`src/adcscp_defines.vh`:
```
`ifndef ADCSCP_DEFINES_VH
`define ADCSCP_DEFINES_VH

// Register addresses, 13-bit instruction address field
`define ADCSCP_ADDR_PORT_CFG 13'h0000
`define ADCSCP_ADDR_CHAN_IDX 13'h0005
`define ADCSCP_ADDR_SYNC_CTRL 13'h003a
`define ADCSCP_ADDR_NS_CTRL 13'h003c
`define ADCSCP_ADDR_NS_TUNE 13'h003e
`define ADCSCP_ADDR_XFER 13'h00ff

// Reset values
`define ADCSCP_RST_LSB_FIRST 1'h0
`define ADCSCP_RST_CHAN_IDX 2'h3
`define ADCSCP_RST_SYNC_CTRL 8'h00
`define ADCSCP_RST_NS_CTRL 4'h0
`define ADCSCP_RST_NS_TUNE 6'h00
`define ADCSCP_RST_BAND 8'h00

// Field positions
`define ADCSCP_CFG_LSB_BIT 6
`define ADCSCP_CFG_LSB_MIRROR 1
`define ADCSCP_XFER_BIT 0
`define ADCSCP_SYNC_EN_BIT 1
`define ADCSCP_SYNC_NEXT_BIT 2
`define ADCSCP_NS_EN_BIT 0
`define ADCSCP_NS_MODE_MSB 3
`define ADCSCP_NS_MODE_LSB 1
`define ADCSCP_NS_TW_MSB 5
`define ADCSCP_INSTR_RW_BIT 15
`define ADCSCP_INSTR_LEN_MSB 14
`define ADCSCP_INSTR_LEN_LSB 13
`define ADCSCP_INSTR_ADDR_MSB 12

// Noise shaper modes and band figures, in steps of 0.5 percent of fs
`define ADCSCP_NS_MODE_NARROW 3'h0
`define ADCSCP_NS_MODE_WIDE 3'h1
`define ADCSCP_TW_MAX_NARROW 6'h38
`define ADCSCP_TW_MAX_WIDE 6'h21
`define ADCSCP_CTR_OFS_NARROW 8'h16
`define ADCSCP_HI_OFS_NARROW 8'h2c
`define ADCSCP_CTR_OFS_WIDE 8'h21
`define ADCSCP_HI_OFS_WIDE 8'h42

// Frame counts
`define ADCSCP_INSTR_LAST 4'hf
`define ADCSCP_BYTE_LAST 4'h7
`define ADCSCP_LEN_STREAM 2'h3
`define ADCSCP_STRAP_WAIT 2'h3

`endif

```
`src/adcscp_sync3.v`:
```
`timescale 1ns/100ps

module adcscp_sync3 #(
  parameter [0:0] RST_VAL = 1'h0
) (
  input wire clk,
  input wire rst,
  input wire din,
  output wire dout
);

  reg s1_reg;
  reg s2_reg;
  reg s3_reg;
  reg lvl_reg;

  // Level only moves once the last two stages agree
  always @(posedge clk)
  begin
    if (rst)
    begin
      s1_reg <= RST_VAL;
      s2_reg <= RST_VAL;
      s3_reg <= RST_VAL;
      lvl_reg <= RST_VAL;
    end
    else
    begin
      s1_reg <= din;
      s2_reg <= s1_reg;
      s3_reg <= s2_reg;
      if (s2_reg == s3_reg)
        lvl_reg <= s3_reg;
    end
  end

  assign dout = lvl_reg;

endmodule // adcscp_sync3

```
`src/adcscp_top.v`:
```
// Functional notes
// [RULE1] Three wires: clock, bidirectional data, select low
// [RULE2] Frame starts at select low plus clock rise
// [RULE3] Select held low streams bytes without end; code streams only for length bits 11, other lengths stop after their count
// [RULE4] Select high between bytes stalls, frame continues; code ends streaming (length 11) frames instead
// [RULE5] Select high: port pins released, secondaries on; code keeps secondaries off while a frame is stalled between bytes
// [RULE6] Frame opens with sixteen-bit instruction
// [RULE7] Data bytes follow, count from length bits
// [RULE8] Leading instruction bit selects read or write; in LSB-first mode code takes it from the last bit received
// [RULE9] Readback turns data line to output
// [RULE10] MSB first by default, LSB first selectable
// [RULE11] Master keeps serial lines quiet when critical
// [RULE12] Strapped pin levels latched when port unused
// [RULE13] Noise shaper settings held per channel
// [RULE14] Mode 000 selects narrow 22 percent band
// [RULE15] Mode 001 selects wide 33 percent band
// [RULE16] Narrow mode accepts tuning words 0 to 56
// [RULE17] Wide mode accepts tuning words 0 to 33
// [RULE18] Narrow edges: TW, plus 22, plus 44 steps
// [RULE19] Wide edges: TW, plus 33, plus 66 steps
// [RULE20] Divider resyncs on next or every pulse
// [RULE21] Align input retimed into sample clock
// [RULE22] Shadowed writes applied by self-clearing transfer
// [RULE23] Channel index steers per-channel access
// [RULE24] Select rise ends frame and releases line
`timescale 1ns/100ps
`include "adcscp_defines.vh"

module adcscp_top (
  input wire CLK,
  input wire RST,
  input wire SCLK,
  input wire CSB_N,
  input wire SDIO_I,
  output wire SDIO_O,
  output wire SDIO_OE_N,
  input wire SYNC_IN,
  output wire SPI_SECONDARY_EN,
  output wire STRAP_VALID,
  output wire STRAP_SCLK_FUNC,
  output wire STRAP_SDIO_FUNC,
  output wire DIV_RESYNC,
  output wire SYNC_ARMED,
  output wire NS_EN_A,
  output wire NS_EN_B,
  output wire [2:0] NS_MODE_A,
  output wire [2:0] NS_MODE_B,
  output wire NS_WIDE_A,
  output wire NS_WIDE_B,
  output wire [5:0] NS_TW_A,
  output wire [5:0] NS_TW_B,
  output wire NS_TW_OK_A,
  output wire NS_TW_OK_B,
  output wire [7:0] NS_LO_A,
  output wire [7:0] NS_LO_B,
  output wire [7:0] NS_CTR_A,
  output wire [7:0] NS_CTR_B,
  output wire [7:0] NS_HI_A,
  output wire [7:0] NS_HI_B
);

  localparam ST_INSTR = 3'h1;
  localparam ST_DATA = 3'h2;
  localparam ST_DONE = 3'h4;
  localparam [3:0] PIN_RST = 4'h2;

  function [7:0] band_ofs;
    input [2:0] mode;
    input upper;
    begin
      if (mode == `ADCSCP_NS_MODE_NARROW)
        band_ofs = upper ? `ADCSCP_HI_OFS_NARROW : `ADCSCP_CTR_OFS_NARROW;
      else if (mode == `ADCSCP_NS_MODE_WIDE)
        band_ofs = upper ? `ADCSCP_HI_OFS_WIDE : `ADCSCP_CTR_OFS_WIDE;
      else
        band_ofs = `ADCSCP_RST_BAND;
    end
  endfunction

  function tw_ok;
    input [2:0] mode;
    input [5:0] tw;
    begin
      if (mode == `ADCSCP_NS_MODE_NARROW)
        tw_ok = (tw <= `ADCSCP_TW_MAX_NARROW);
      else if (mode == `ADCSCP_NS_MODE_WIDE)
        tw_ok = (tw <= `ADCSCP_TW_MAX_WIDE);
      else
        tw_ok = 1'h0;
    end
  endfunction

  wire [3:0] pin_raw;
  wire [3:0] pin_lvl;
  assign pin_raw = {SYNC_IN, SDIO_I, CSB_N, SCLK};

  // Pins are asynchronous; the serial clock must stay well below CLK/8
  genvar gi;
  generate
    for (gi = 0; gi < 4; gi = gi + 1)
    begin : g_pin
      adcscp_sync3 #(
        .RST_VAL(PIN_RST[gi])
      ) u_sync (
        .clk(CLK),
        .rst(RST),
        .din(pin_raw[gi]),
        .dout(pin_lvl[gi])
      ); // RULE1 RULE21
    end
  endgenerate

  wire sclk_lvl;
  wire csb_lvl;
  wire sdi_lvl;
  wire sync_lvl;
  assign sclk_lvl = pin_lvl[0];
  assign csb_lvl = pin_lvl[1];
  assign sdi_lvl = pin_lvl[2];
  assign sync_lvl = pin_lvl[3];

  reg sclk_prev_reg;
  reg csb_prev_reg;
  reg sync_prev_reg;
  always @(posedge CLK)
  begin
    if (RST)
    begin
      sclk_prev_reg <= 1'h0;
      csb_prev_reg <= 1'h1;
      sync_prev_reg <= 1'h0;
    end
    else
    begin
      sclk_prev_reg <= sclk_lvl;
      csb_prev_reg <= csb_lvl;
      sync_prev_reg <= sync_lvl;
    end
  end

  wire sclk_rise;
  wire sclk_fall;
  wire csb_rise;
  wire sync_rise;
  assign sclk_rise = sclk_lvl & ~sclk_prev_reg & ~csb_lvl; // RULE2
  assign sclk_fall = ~sclk_lvl & sclk_prev_reg & ~csb_lvl;
  assign csb_rise = csb_lvl & ~csb_prev_reg;
  assign sync_rise = sync_lvl & ~sync_prev_reg;

  reg lsb_first_reg;
  reg [1:0] chan_sel_reg;
  reg [7:0] sync_sh_reg;
  reg [7:0] sync_act_reg;
  reg xfer_reg;
  reg [2:0] state_reg, state_next;
  reg [15:0] instr_reg, instr_next;
  reg [3:0] bit_cnt_reg, bit_cnt_next;
  reg [7:0] rx_reg, rx_next;
  reg [7:0] tx_reg, tx_next;
  reg [12:0] addr_reg, addr_next;
  reg rw_reg, rw_next;
  reg [1:0] len_reg, len_next;
  reg [1:0] left_reg, left_next;
  reg drive_reg, drive_next;
  reg sdo_reg, sdo_next;
  reg wr_stb_reg, wr_stb_next;
  reg [12:0] wr_addr_reg, wr_addr_next;
  reg [7:0] wr_data_reg, wr_data_next;
  reg [7:0] rd_data;
  wire [7:0] ctrl_sh_w;
  wire [11:0] tune_sh_w;

  wire [15:0] instr_sh;
  wire [7:0] rx_sh;
  wire [12:0] addr_step;
  wire [12:0] rd_addr;
  assign instr_sh = lsb_first_reg ? {sdi_lvl, instr_reg[15:1]} : {instr_reg[14:0], sdi_lvl}; // RULE10
  assign rx_sh = lsb_first_reg ? {sdi_lvl, rx_reg[7:1]} : {rx_reg[6:0], sdi_lvl}; // RULE10
  assign addr_step = lsb_first_reg ? addr_reg + 13'h0001 : addr_reg - 13'h0001;
  assign rd_addr = (state_reg == ST_INSTR) ? instr_sh[`ADCSCP_INSTR_ADDR_MSB:0] : addr_step;

  always @*
  begin
    state_next = state_reg;
    instr_next = instr_reg;
    bit_cnt_next = bit_cnt_reg;
    rx_next = rx_reg;
    tx_next = tx_reg;
    addr_next = addr_reg;
    rw_next = rw_reg;
    len_next = len_reg;
    left_next = left_reg;
    drive_next = drive_reg;
    sdo_next = sdo_reg;
    wr_stb_next = 1'h0;
    wr_addr_next = wr_addr_reg;
    wr_data_next = wr_data_reg;
    if (csb_rise)
    begin
      drive_next = 1'h0; // RULE5 RULE24
      // Mid-byte, finished or streaming frames end; other byte boundaries stall
      if (state_reg == ST_DONE || bit_cnt_reg[2:0] != 3'h0 ||
          (state_reg == ST_DATA && len_reg == `ADCSCP_LEN_STREAM)) // RULE3
      begin
        state_next = ST_INSTR; // RULE24
        bit_cnt_next = 4'h0;
      end // RULE4
    end
    else if (sclk_rise)
    begin
      case (state_reg)
        ST_INSTR:
        begin
          instr_next = instr_sh;
          bit_cnt_next = bit_cnt_reg + 4'h1;
          if (bit_cnt_reg == `ADCSCP_INSTR_LAST) // RULE6
          begin
            rw_next = instr_sh[`ADCSCP_INSTR_RW_BIT]; // RULE8
            len_next = instr_sh[`ADCSCP_INSTR_LEN_MSB:`ADCSCP_INSTR_LEN_LSB]; // RULE7
            left_next = instr_sh[`ADCSCP_INSTR_LEN_MSB:`ADCSCP_INSTR_LEN_LSB];
            addr_next = instr_sh[`ADCSCP_INSTR_ADDR_MSB:0];
            tx_next = rd_data;
            bit_cnt_next = 4'h0;
            state_next = ST_DATA;
          end
        end
        ST_DATA:
        begin
          rx_next = rx_sh;
          bit_cnt_next = bit_cnt_reg + 4'h1;
          if (bit_cnt_reg == `ADCSCP_BYTE_LAST) // RULE7
          begin
            bit_cnt_next = 4'h0;
            if (!rw_reg)
            begin
              wr_stb_next = 1'h1;
              wr_addr_next = addr_reg;
              wr_data_next = rx_sh;
            end
            addr_next = addr_step;
            tx_next = rd_data;
            if (len_reg != `ADCSCP_LEN_STREAM) // RULE3
            begin
              if (left_reg == 2'h0)
                state_next = ST_DONE;
              else
                left_next = left_reg - 2'h1;
            end
          end
        end
        ST_DONE:
          state_next = ST_DONE;
        default:
          state_next = ST_INSTR;
      endcase
    end
    else if (sclk_fall && state_reg == ST_DATA && rw_reg)
    begin
      // Bits change on the falling edge so the master samples on the rise
      drive_next = 1'h1; // RULE9
      sdo_next = lsb_first_reg ? tx_reg[0] : tx_reg[7]; // RULE10
      tx_next = lsb_first_reg ? {1'h0, tx_reg[7:1]} : {tx_reg[6:0], 1'h0};
    end
  end

  always @(posedge CLK)
  begin
    if (RST)
    begin
      state_reg <= ST_INSTR;
      instr_reg <= 16'h0000;
      bit_cnt_reg <= 4'h0;
      rx_reg <= 8'h00;
      tx_reg <= 8'h00;
      addr_reg <= 13'h0000;
      rw_reg <= 1'h0;
      len_reg <= 2'h0;
      left_reg <= 2'h0;
      drive_reg <= 1'h0;
      sdo_reg <= 1'h0;
      wr_stb_reg <= 1'h0;
      wr_addr_reg <= 13'h0000;
      wr_data_reg <= 8'h00;
    end
    else
    begin
      state_reg <= state_next;
      instr_reg <= instr_next;
      bit_cnt_reg <= bit_cnt_next;
      rx_reg <= rx_next;
      tx_reg <= tx_next;
      addr_reg <= addr_next;
      rw_reg <= rw_next;
      len_reg <= len_next;
      left_reg <= left_next;
      drive_reg <= drive_next;
      sdo_reg <= sdo_next;
      wr_stb_reg <= wr_stb_next;
      wr_addr_reg <= wr_addr_next;
      wr_data_reg <= wr_data_next;
    end
  end

  // Readback shows the shadow copies; both channels selected reads A
  always @*
  begin
    rd_data = 8'h00;
    if (rd_addr == `ADCSCP_ADDR_PORT_CFG)
      rd_data = {1'h0, lsb_first_reg, 4'h0, lsb_first_reg, 1'h0};
    else if (rd_addr == `ADCSCP_ADDR_CHAN_IDX)
      rd_data = {6'h00, chan_sel_reg};
    else if (rd_addr == `ADCSCP_ADDR_SYNC_CTRL)
      rd_data = sync_sh_reg;
    else if (rd_addr == `ADCSCP_ADDR_NS_CTRL)
      rd_data = {4'h0, chan_sel_reg[0] ? ctrl_sh_w[3:0] : ctrl_sh_w[7:4]}; // RULE23
    else if (rd_addr == `ADCSCP_ADDR_NS_TUNE)
      rd_data = {2'h0, chan_sel_reg[0] ? tune_sh_w[5:0] : tune_sh_w[11:6]}; // RULE23
  end

  always @(posedge CLK)
  begin
    if (RST)
    begin
      lsb_first_reg <= `ADCSCP_RST_LSB_FIRST;
      chan_sel_reg <= `ADCSCP_RST_CHAN_IDX;
      sync_sh_reg <= `ADCSCP_RST_SYNC_CTRL;
      xfer_reg <= 1'h0;
    end
    else
    begin
      xfer_reg <= 1'h0;
      if (wr_stb_reg)
      begin
        if (wr_addr_reg == `ADCSCP_ADDR_PORT_CFG)
          lsb_first_reg <= wr_data_reg[`ADCSCP_CFG_LSB_BIT] |
                           wr_data_reg[`ADCSCP_CFG_LSB_MIRROR]; // RULE10
        else if (wr_addr_reg == `ADCSCP_ADDR_CHAN_IDX)
          chan_sel_reg <= wr_data_reg[1:0];
        else if (wr_addr_reg == `ADCSCP_ADDR_SYNC_CTRL)
          sync_sh_reg <= wr_data_reg;
        else if (wr_addr_reg == `ADCSCP_ADDR_XFER)
          xfer_reg <= wr_data_reg[`ADCSCP_XFER_BIT]; // RULE22
      end
    end
  end

  wire [1:0] en_w;
  wire [5:0] mode_w;
  wire [1:0] wide_w;
  wire [11:0] tw_w;
  wire [1:0] ok_w;
  wire [15:0] lo_w;
  wire [15:0] ctr_w;
  wire [15:0] hi_w;

  genvar ch;
  generate
    for (ch = 0; ch < 2; ch = ch + 1)
    begin : g_ch
      reg [3:0] ctrl_sh_reg;
      reg [5:0] tune_sh_reg;
      reg [3:0] ctrl_act_reg;
      reg [5:0] tune_act_reg;
      reg wide_reg;
      reg ok_reg;
      reg [7:0] lo_reg;
      reg [7:0] ctr_reg;
      reg [7:0] hi_reg;
      wire [2:0] mode_sh;
      assign mode_sh = ctrl_sh_reg[`ADCSCP_NS_MODE_MSB:`ADCSCP_NS_MODE_LSB];
      always @(posedge CLK)
      begin
        if (RST)
        begin
          ctrl_sh_reg <= `ADCSCP_RST_NS_CTRL;
          tune_sh_reg <= `ADCSCP_RST_NS_TUNE;
          ctrl_act_reg <= `ADCSCP_RST_NS_CTRL;
          tune_act_reg <= `ADCSCP_RST_NS_TUNE;
          wide_reg <= 1'h0;
          ok_reg <= 1'h0;
          lo_reg <= `ADCSCP_RST_BAND;
          ctr_reg <= `ADCSCP_RST_BAND;
          hi_reg <= `ADCSCP_RST_BAND;
        end
        else
        begin
          if (wr_stb_reg && chan_sel_reg[ch]) // RULE13 RULE23
          begin
            if (wr_addr_reg == `ADCSCP_ADDR_NS_CTRL)
              ctrl_sh_reg <= wr_data_reg[3:0];
            else if (wr_addr_reg == `ADCSCP_ADDR_NS_TUNE)
              tune_sh_reg <= wr_data_reg[`ADCSCP_NS_TW_MSB:0];
          end
          if (xfer_reg) // RULE22
          begin
            ctrl_act_reg <= ctrl_sh_reg;
            tune_act_reg <= tune_sh_reg;
            wide_reg <= (mode_sh == `ADCSCP_NS_MODE_WIDE); // RULE14 RULE15
            ok_reg <= tw_ok(mode_sh, tune_sh_reg); // RULE16 RULE17
            lo_reg <= {2'h0, tune_sh_reg};
            ctr_reg <= {2'h0, tune_sh_reg} + band_ofs(mode_sh, 1'h0); // RULE18 RULE19
            hi_reg <= {2'h0, tune_sh_reg} + band_ofs(mode_sh, 1'h1); // RULE18 RULE19
          end
        end
      end
      assign ctrl_sh_w[ch*4 +: 4] = ctrl_sh_reg;
      assign tune_sh_w[ch*6 +: 6] = tune_sh_reg;
      assign en_w[ch] = ctrl_act_reg[`ADCSCP_NS_EN_BIT];
      assign mode_w[ch*3 +: 3] = ctrl_act_reg[`ADCSCP_NS_MODE_MSB:`ADCSCP_NS_MODE_LSB];
      assign wide_w[ch] = wide_reg;
      assign tw_w[ch*6 +: 6] = tune_act_reg;
      assign ok_w[ch] = ok_reg;
      assign lo_w[ch*8 +: 8] = lo_reg;
      assign ctr_w[ch*8 +: 8] = ctr_reg;
      assign hi_w[ch*8 +: 8] = hi_reg;
    end
  endgenerate

  reg armed_reg;
  reg resync_reg;
  wire sync_fire;
  assign sync_fire = sync_rise & sync_act_reg[`ADCSCP_SYNC_EN_BIT] &
                     (~sync_act_reg[`ADCSCP_SYNC_NEXT_BIT] | armed_reg); // RULE20

  // A new transfer re-arms one-shot mode and wins over a same-cycle fire
  always @(posedge CLK)
  begin
    if (RST)
    begin
      sync_act_reg <= `ADCSCP_RST_SYNC_CTRL;
      armed_reg <= 1'h0;
      resync_reg <= 1'h0;
    end
    else
    begin
      resync_reg <= sync_fire; // RULE20
      if (xfer_reg)
        sync_act_reg <= sync_sh_reg; // RULE22
      if (xfer_reg && sync_sh_reg[`ADCSCP_SYNC_EN_BIT] && sync_sh_reg[`ADCSCP_SYNC_NEXT_BIT])
        armed_reg <= 1'h1;
      else if (sync_fire)
        armed_reg <= 1'h0; // RULE20
    end
  end

  reg [1:0] strap_cnt_reg;
  reg strap_arm_reg;
  reg strap_done_reg;
  reg strap_valid_reg;
  reg strap_sclk_reg;
  reg strap_sdio_reg;
  reg secondary_reg;
  always @(posedge CLK)
  begin
    if (RST)
    begin
      strap_cnt_reg <= 2'h0;
      strap_arm_reg <= 1'h0;
      strap_done_reg <= 1'h0;
      strap_valid_reg <= 1'h0;
      strap_sclk_reg <= 1'h0;
      strap_sdio_reg <= 1'h0;
      secondary_reg <= 1'h0;
    end
    else
    begin
      secondary_reg <= csb_lvl & (state_reg == ST_INSTR) & (bit_cnt_reg == 4'h0); // RULE5
      // Wait for the pin pipeline to settle before sampling straps
      if (strap_cnt_reg != `ADCSCP_STRAP_WAIT)
        strap_cnt_reg <= strap_cnt_reg + 2'h1;
      // Filter level lands one edge after the count ends
      else if (!strap_arm_reg)
        strap_arm_reg <= 1'h1;
      else if (!strap_done_reg)
      begin
        strap_done_reg <= 1'h1;
        if (csb_lvl) // RULE12
        begin
          strap_valid_reg <= 1'h1;
          strap_sclk_reg <= sclk_lvl;
          strap_sdio_reg <= sdi_lvl;
        end
      end
    end
  end

  assign SDIO_O = sdo_reg;
  assign SDIO_OE_N = ~drive_reg; // RULE9
  assign SPI_SECONDARY_EN = secondary_reg;
  assign STRAP_VALID = strap_valid_reg;
  assign STRAP_SCLK_FUNC = strap_sclk_reg;
  assign STRAP_SDIO_FUNC = strap_sdio_reg;
  assign DIV_RESYNC = resync_reg;
  assign SYNC_ARMED = armed_reg;
  assign NS_EN_A = en_w[0];
  assign NS_EN_B = en_w[1];
  assign NS_MODE_A = mode_w[2:0];
  assign NS_MODE_B = mode_w[5:3];
  assign NS_WIDE_A = wide_w[0];
  assign NS_WIDE_B = wide_w[1];
  assign NS_TW_A = tw_w[5:0];
  assign NS_TW_B = tw_w[11:6];
  assign NS_TW_OK_A = ok_w[0];
  assign NS_TW_OK_B = ok_w[1];
  assign NS_LO_A = lo_w[7:0];
  assign NS_LO_B = lo_w[15:8];
  assign NS_CTR_A = ctr_w[7:0];
  assign NS_CTR_B = ctr_w[15:8];
  assign NS_HI_A = hi_w[7:0];
  assign NS_HI_B = hi_w[15:8];

endmodule // adcscp_top

```
`config.mk`:
```
export PLATFORM = sky130hd
export DESIGN_NAME = adcscp_top
export DESIGN_NICKNAME = d
export VERILOG_FILES = /design/src/adcscp_sync3.v /design/src/adcscp_top.v
export VERILOG_INCLUDE_DIRS = /design/src
export SDC_FILE = /design/constraint.sdc
export NUM_CORES = 1
export LEC_CHECK = 0
export ABC_AREA = 1
export ABC_CLOCK_PERIOD_IN_PS = 5500
export BUFFER_PORTS_ARGS = -buffer_cell sky130_fd_sc_hd__buf_2
export CAP_MARGIN = 10
export CORE_ASPECT_RATIO = 1.5
export CORE_MARGIN = 2
export CORE_UTILIZATION = 55
export DETAILED_ROUTE_END_ITERATION = 10
export HOLD_SLACK_MARGIN = 0.06
export PLACE_DENSITY_LB_ADDON = 0.15
export SETUP_SLACK_MARGIN = 0.4
export SLEW_MARGIN = 20
export SYNTH_ARGS = -nofsm -noshare
export SYNTH_HDL_FRONTEND = slang
export SYNTH_SLANG_ARGS = --single-unit
```
`constraint.sdc`:
```
create_clock -name CLK -period 5.5 [get_ports CLK]
set_input_delay 0.55 -clock CLK [delete_from_list [all_inputs] [get_ports CLK]]
set_output_delay 0.55 -clock CLK [all_outputs]
set_load 0.01 [all_outputs]
```
==> impl_metrics.toml <==
[sta]
finalCritPeriodShare = 0.657
max_freq_mhz = 277
relSlewSlack = 0.399
worst_pin_slew_ns = 0.895
fin_skew_ns = 0.0147
timing.setup.tns_ns = 0
rsz0062_at_grt = "false"
final.min_clock_period_ns = 3.61
finalHoldViolCount = 0
drv_slew = 0
whs_ns = 0.302
setup-violations-final = 0

[grt]
grt-ovfl-total = 0
track_usage = 0.262
first_global_vias = 8403
antenna_found_initial = 0
grt_pass1_wl_um = 40300
grt_max_degree = 81

[clocking]
numCtsBuffers = 17
clkTransAtPathRegs_ns = 0.07
cts_tree = "done"
cts-root-buf = "clkbuf_16"
clock-sinks = 196
cts_setup_buffers = 0
clk_path_buf_depth = 2
post_cts_resized = 0
cts_htree_levels = 4
postCtsHoldBufs = 0
clock_latency_ns = 0.44

[logic_synthesis]
netlist_area_mm2 = 0.00968
async_reset_ff_frac = 0
ys.flop_type = "dfxtp_1"
synth_top_family_by_area = "compound AO/OA/AOI/OAI gates"
muxShareOfSynthArea = 0.00620
synth.area.top_cells = "dfxtp_1 41%, o21ai_0 8.7%, nand2_1 7.2%, a21oi_1 7.0%, nor2_1 6.5%"
ys_seq_elements = 196
yosys.area_share.adder = 0.0504
ys_types = 51
syn_inst = 1337
yosys.area_share.simple = 0.205
synth.avg_cell_area_um2 = 7.24
ys_seq_area_frac = 0.405
synth_top_cell_by_area = "dfxtp_1"
netlist.area_leader.share = 0.405
yosysWarnings = 0
synth-compound-area-share = 0.209
synthXorXnorAreaFrac = 0.0172
synth-edff-count = 0

[power]
switching_share = 0.222
power_density_mw_per_mm2 = 262
combPwrFrac = 0.018
p_sw_mw = 0.620
seqPwrFrac = 0.513
p_leak_nw = 4.80
ir_drop_mv = 0.217
clockPowerShare = 0.469
p_int_mw = 2.17

[die]
dieArea_mm2 = 0.0187
num_io_pins = 86
rows = 59
core-area_mm2 = 0.0173
start_util = 0.561
die_w_um = 112
die_h_um = 167

[critical_path]
regToRegStartpoint = "state_reg[1]"
worstRegToRegCells = 8
required_ns = 5.85
reg2reg_to = "wr_data_reg[0]"
worstSetupEndpointType = "register"
critPathArrivalTime_ns = 3.97
r2r_slack_ns = 1.89
crit_fanout = 24
setup.worst_path.class = "reg -> reg"
start_kind = "register"

[routing]
drt_iter0_drc = 498
routed_wl_um = 24400
remaining_drc_errors = 0
antenna_left = 0
wire_per_inst_um = 15.3
first_pass_iters = 5
via_count = 8696
viasPerCell = 5.45

[job]
max_cap_violations = 0

[layout]
final_common_cell = "dfxtp_1"
area_growth_pct = 9.88
finalNonFillerCells = 1595
fin_area_mm2 = 0.0106
largest_reg_flops = 16
drive_above_1_share = 0.114
nFillCells = 1621
seq_area_mm2 = 0.00393
fin_nets = 1411
insertedDiodeCount = 0
final_cell_mix = "195 x dfxtp_1, 187 x nand2_1, 168 x o21ai_0"
multi_input_area_mm2 = 0.00474

[worst_hold_path]
min-delay-start = "CSB_N"
whs_path_depth = 2
hp-class = "in -> reg"
min_to = "g_pin[1].u_sync.s1_reg"

[status]
status = "finished clean"

[placement]
hpwl_um = 17900
dp.cells = 1563
placed_cell_area_mm2 = 0.0100
portBuffers = 79
gp_congestion = 0.968
## power groups by stage
stage / Sequential, mW / Combinational [mW] / Clock, mW
detailed placement: 1.46 / 0.0507 / 0
global route: 1.43 / 0.0581 / 1.38
CTS: 1.43 / 0.0511 / 1.32
finish: 1.43 / 0.0507 / 1.31
global placement: 1.46 / 0.0497 / 0
floorplan: 1.46 / 0.0403 / 0
## synth_stat cells (2+ instances only)
library cell,instances
dfxtp_1,196
nand2_1,187
o21ai_0,168
nor2_1,167
inv_1,160
a21oi_1,136
nand3_1,48
clkbuf_1,44
ha_1,31
a211oi_1,27
buf_4,23
nor3_1,15
o211ai_1,11
xor2_1,11
nor4_1,10
a31oi_1,9
inv_2,9
xnor2_1,8
nand4_1,7
mux2i_1,6
buf_1,5
buf_2,5
fa_1,5
o21ai_1,5
or2_2,5
nand2_2,3
nand3_2,3
nor2_2,3
o22ai_1,3
a21oi_2,2
clkinv_1,2
nor2_4,2
nor3_4,2
o21ai_2,2
## cell type report
cell class,count,area share
multi-input cells,897,0.446
flip-flops and latches,196,0.369
inverters,171,0.0603
repair buffers,86,0.0421
clock buffers,17,0.0400
well taps,213,0.0250
clock inverters,15,0.0179
## through the flow
| step | utilization | total power, mW | worst slack [ns] |
|---|---|---|---|
| 5_1_grt | 0.616 | 2.87 | 1.44 |
| 3_5_place_dp | 0.580 | 1.51 | 1.95 |
| 3_3_place_gp | 0.580 | 1.51 | 2.04 |
| 2_1_floorplan | - | 1.50 | 2.51 |
| 6_report | 0.616 | 2.79 | 1.89 |
| 4_1_cts | 0.616 | 2.80 | 1.91 |
## logic make-up after synthesis
| group | after synthesis |
|---|---|
| simple gates | 459 |
| compound gates | 371 |
| buf+inv | 249 |
| flops | 196 |
| fa+ha+maj | 36 |
| xor+xnor | 19 |
| mux | 6 |
| other cells | 1 |
## worst max path at each step
stage / slack, ns / startpoint / end / depth (start not counted)
6_report: 1.89 / state_reg[1] / wr_data_reg[0] / 8
4_1_cts: 1.91 / state_reg[1] / wr_data_reg[0] / 8
3_3_place_gp: 2.04 / state_reg[1] / wr_data_reg[0] / 8
5_1_grt: 1.44 / state_reg[1] / wr_data_reg[0] / 8
3_5_place_dp: 1.95 / state_reg[1] / wr_data_reg[0] / 8
2_1_floorplan: 2.51 / lsb_first_reg / tx_reg[1] / 25
## worst max-delay path, cell delays in order (launching register included)
cell and delay, ns:
dfxtp_1 0.35, inv_1 0.09, nor3_4 0.54, inv_1 0.50
nor2_2 0.62, nand2_1 0.56, inv_1 0.54, o21ai_0 0.13
a31oi_1 0.17
## metal layers
| metal | wire length (µm) | up-vias | global-route usage |
|---|---|---|---|
| met5 | 0 | - | 0 |
| met3 | 705 | 56 | 0.0404 |
| met4 | 972 | 0 | 0.118 |
| met1 | 9830 | 3998 | 0.288 |
| met2 | 12800 | 197 | 0.490 |
| li1 | - | 4445 | - |
Note: power is estimated with default switching activity, not from simulation.
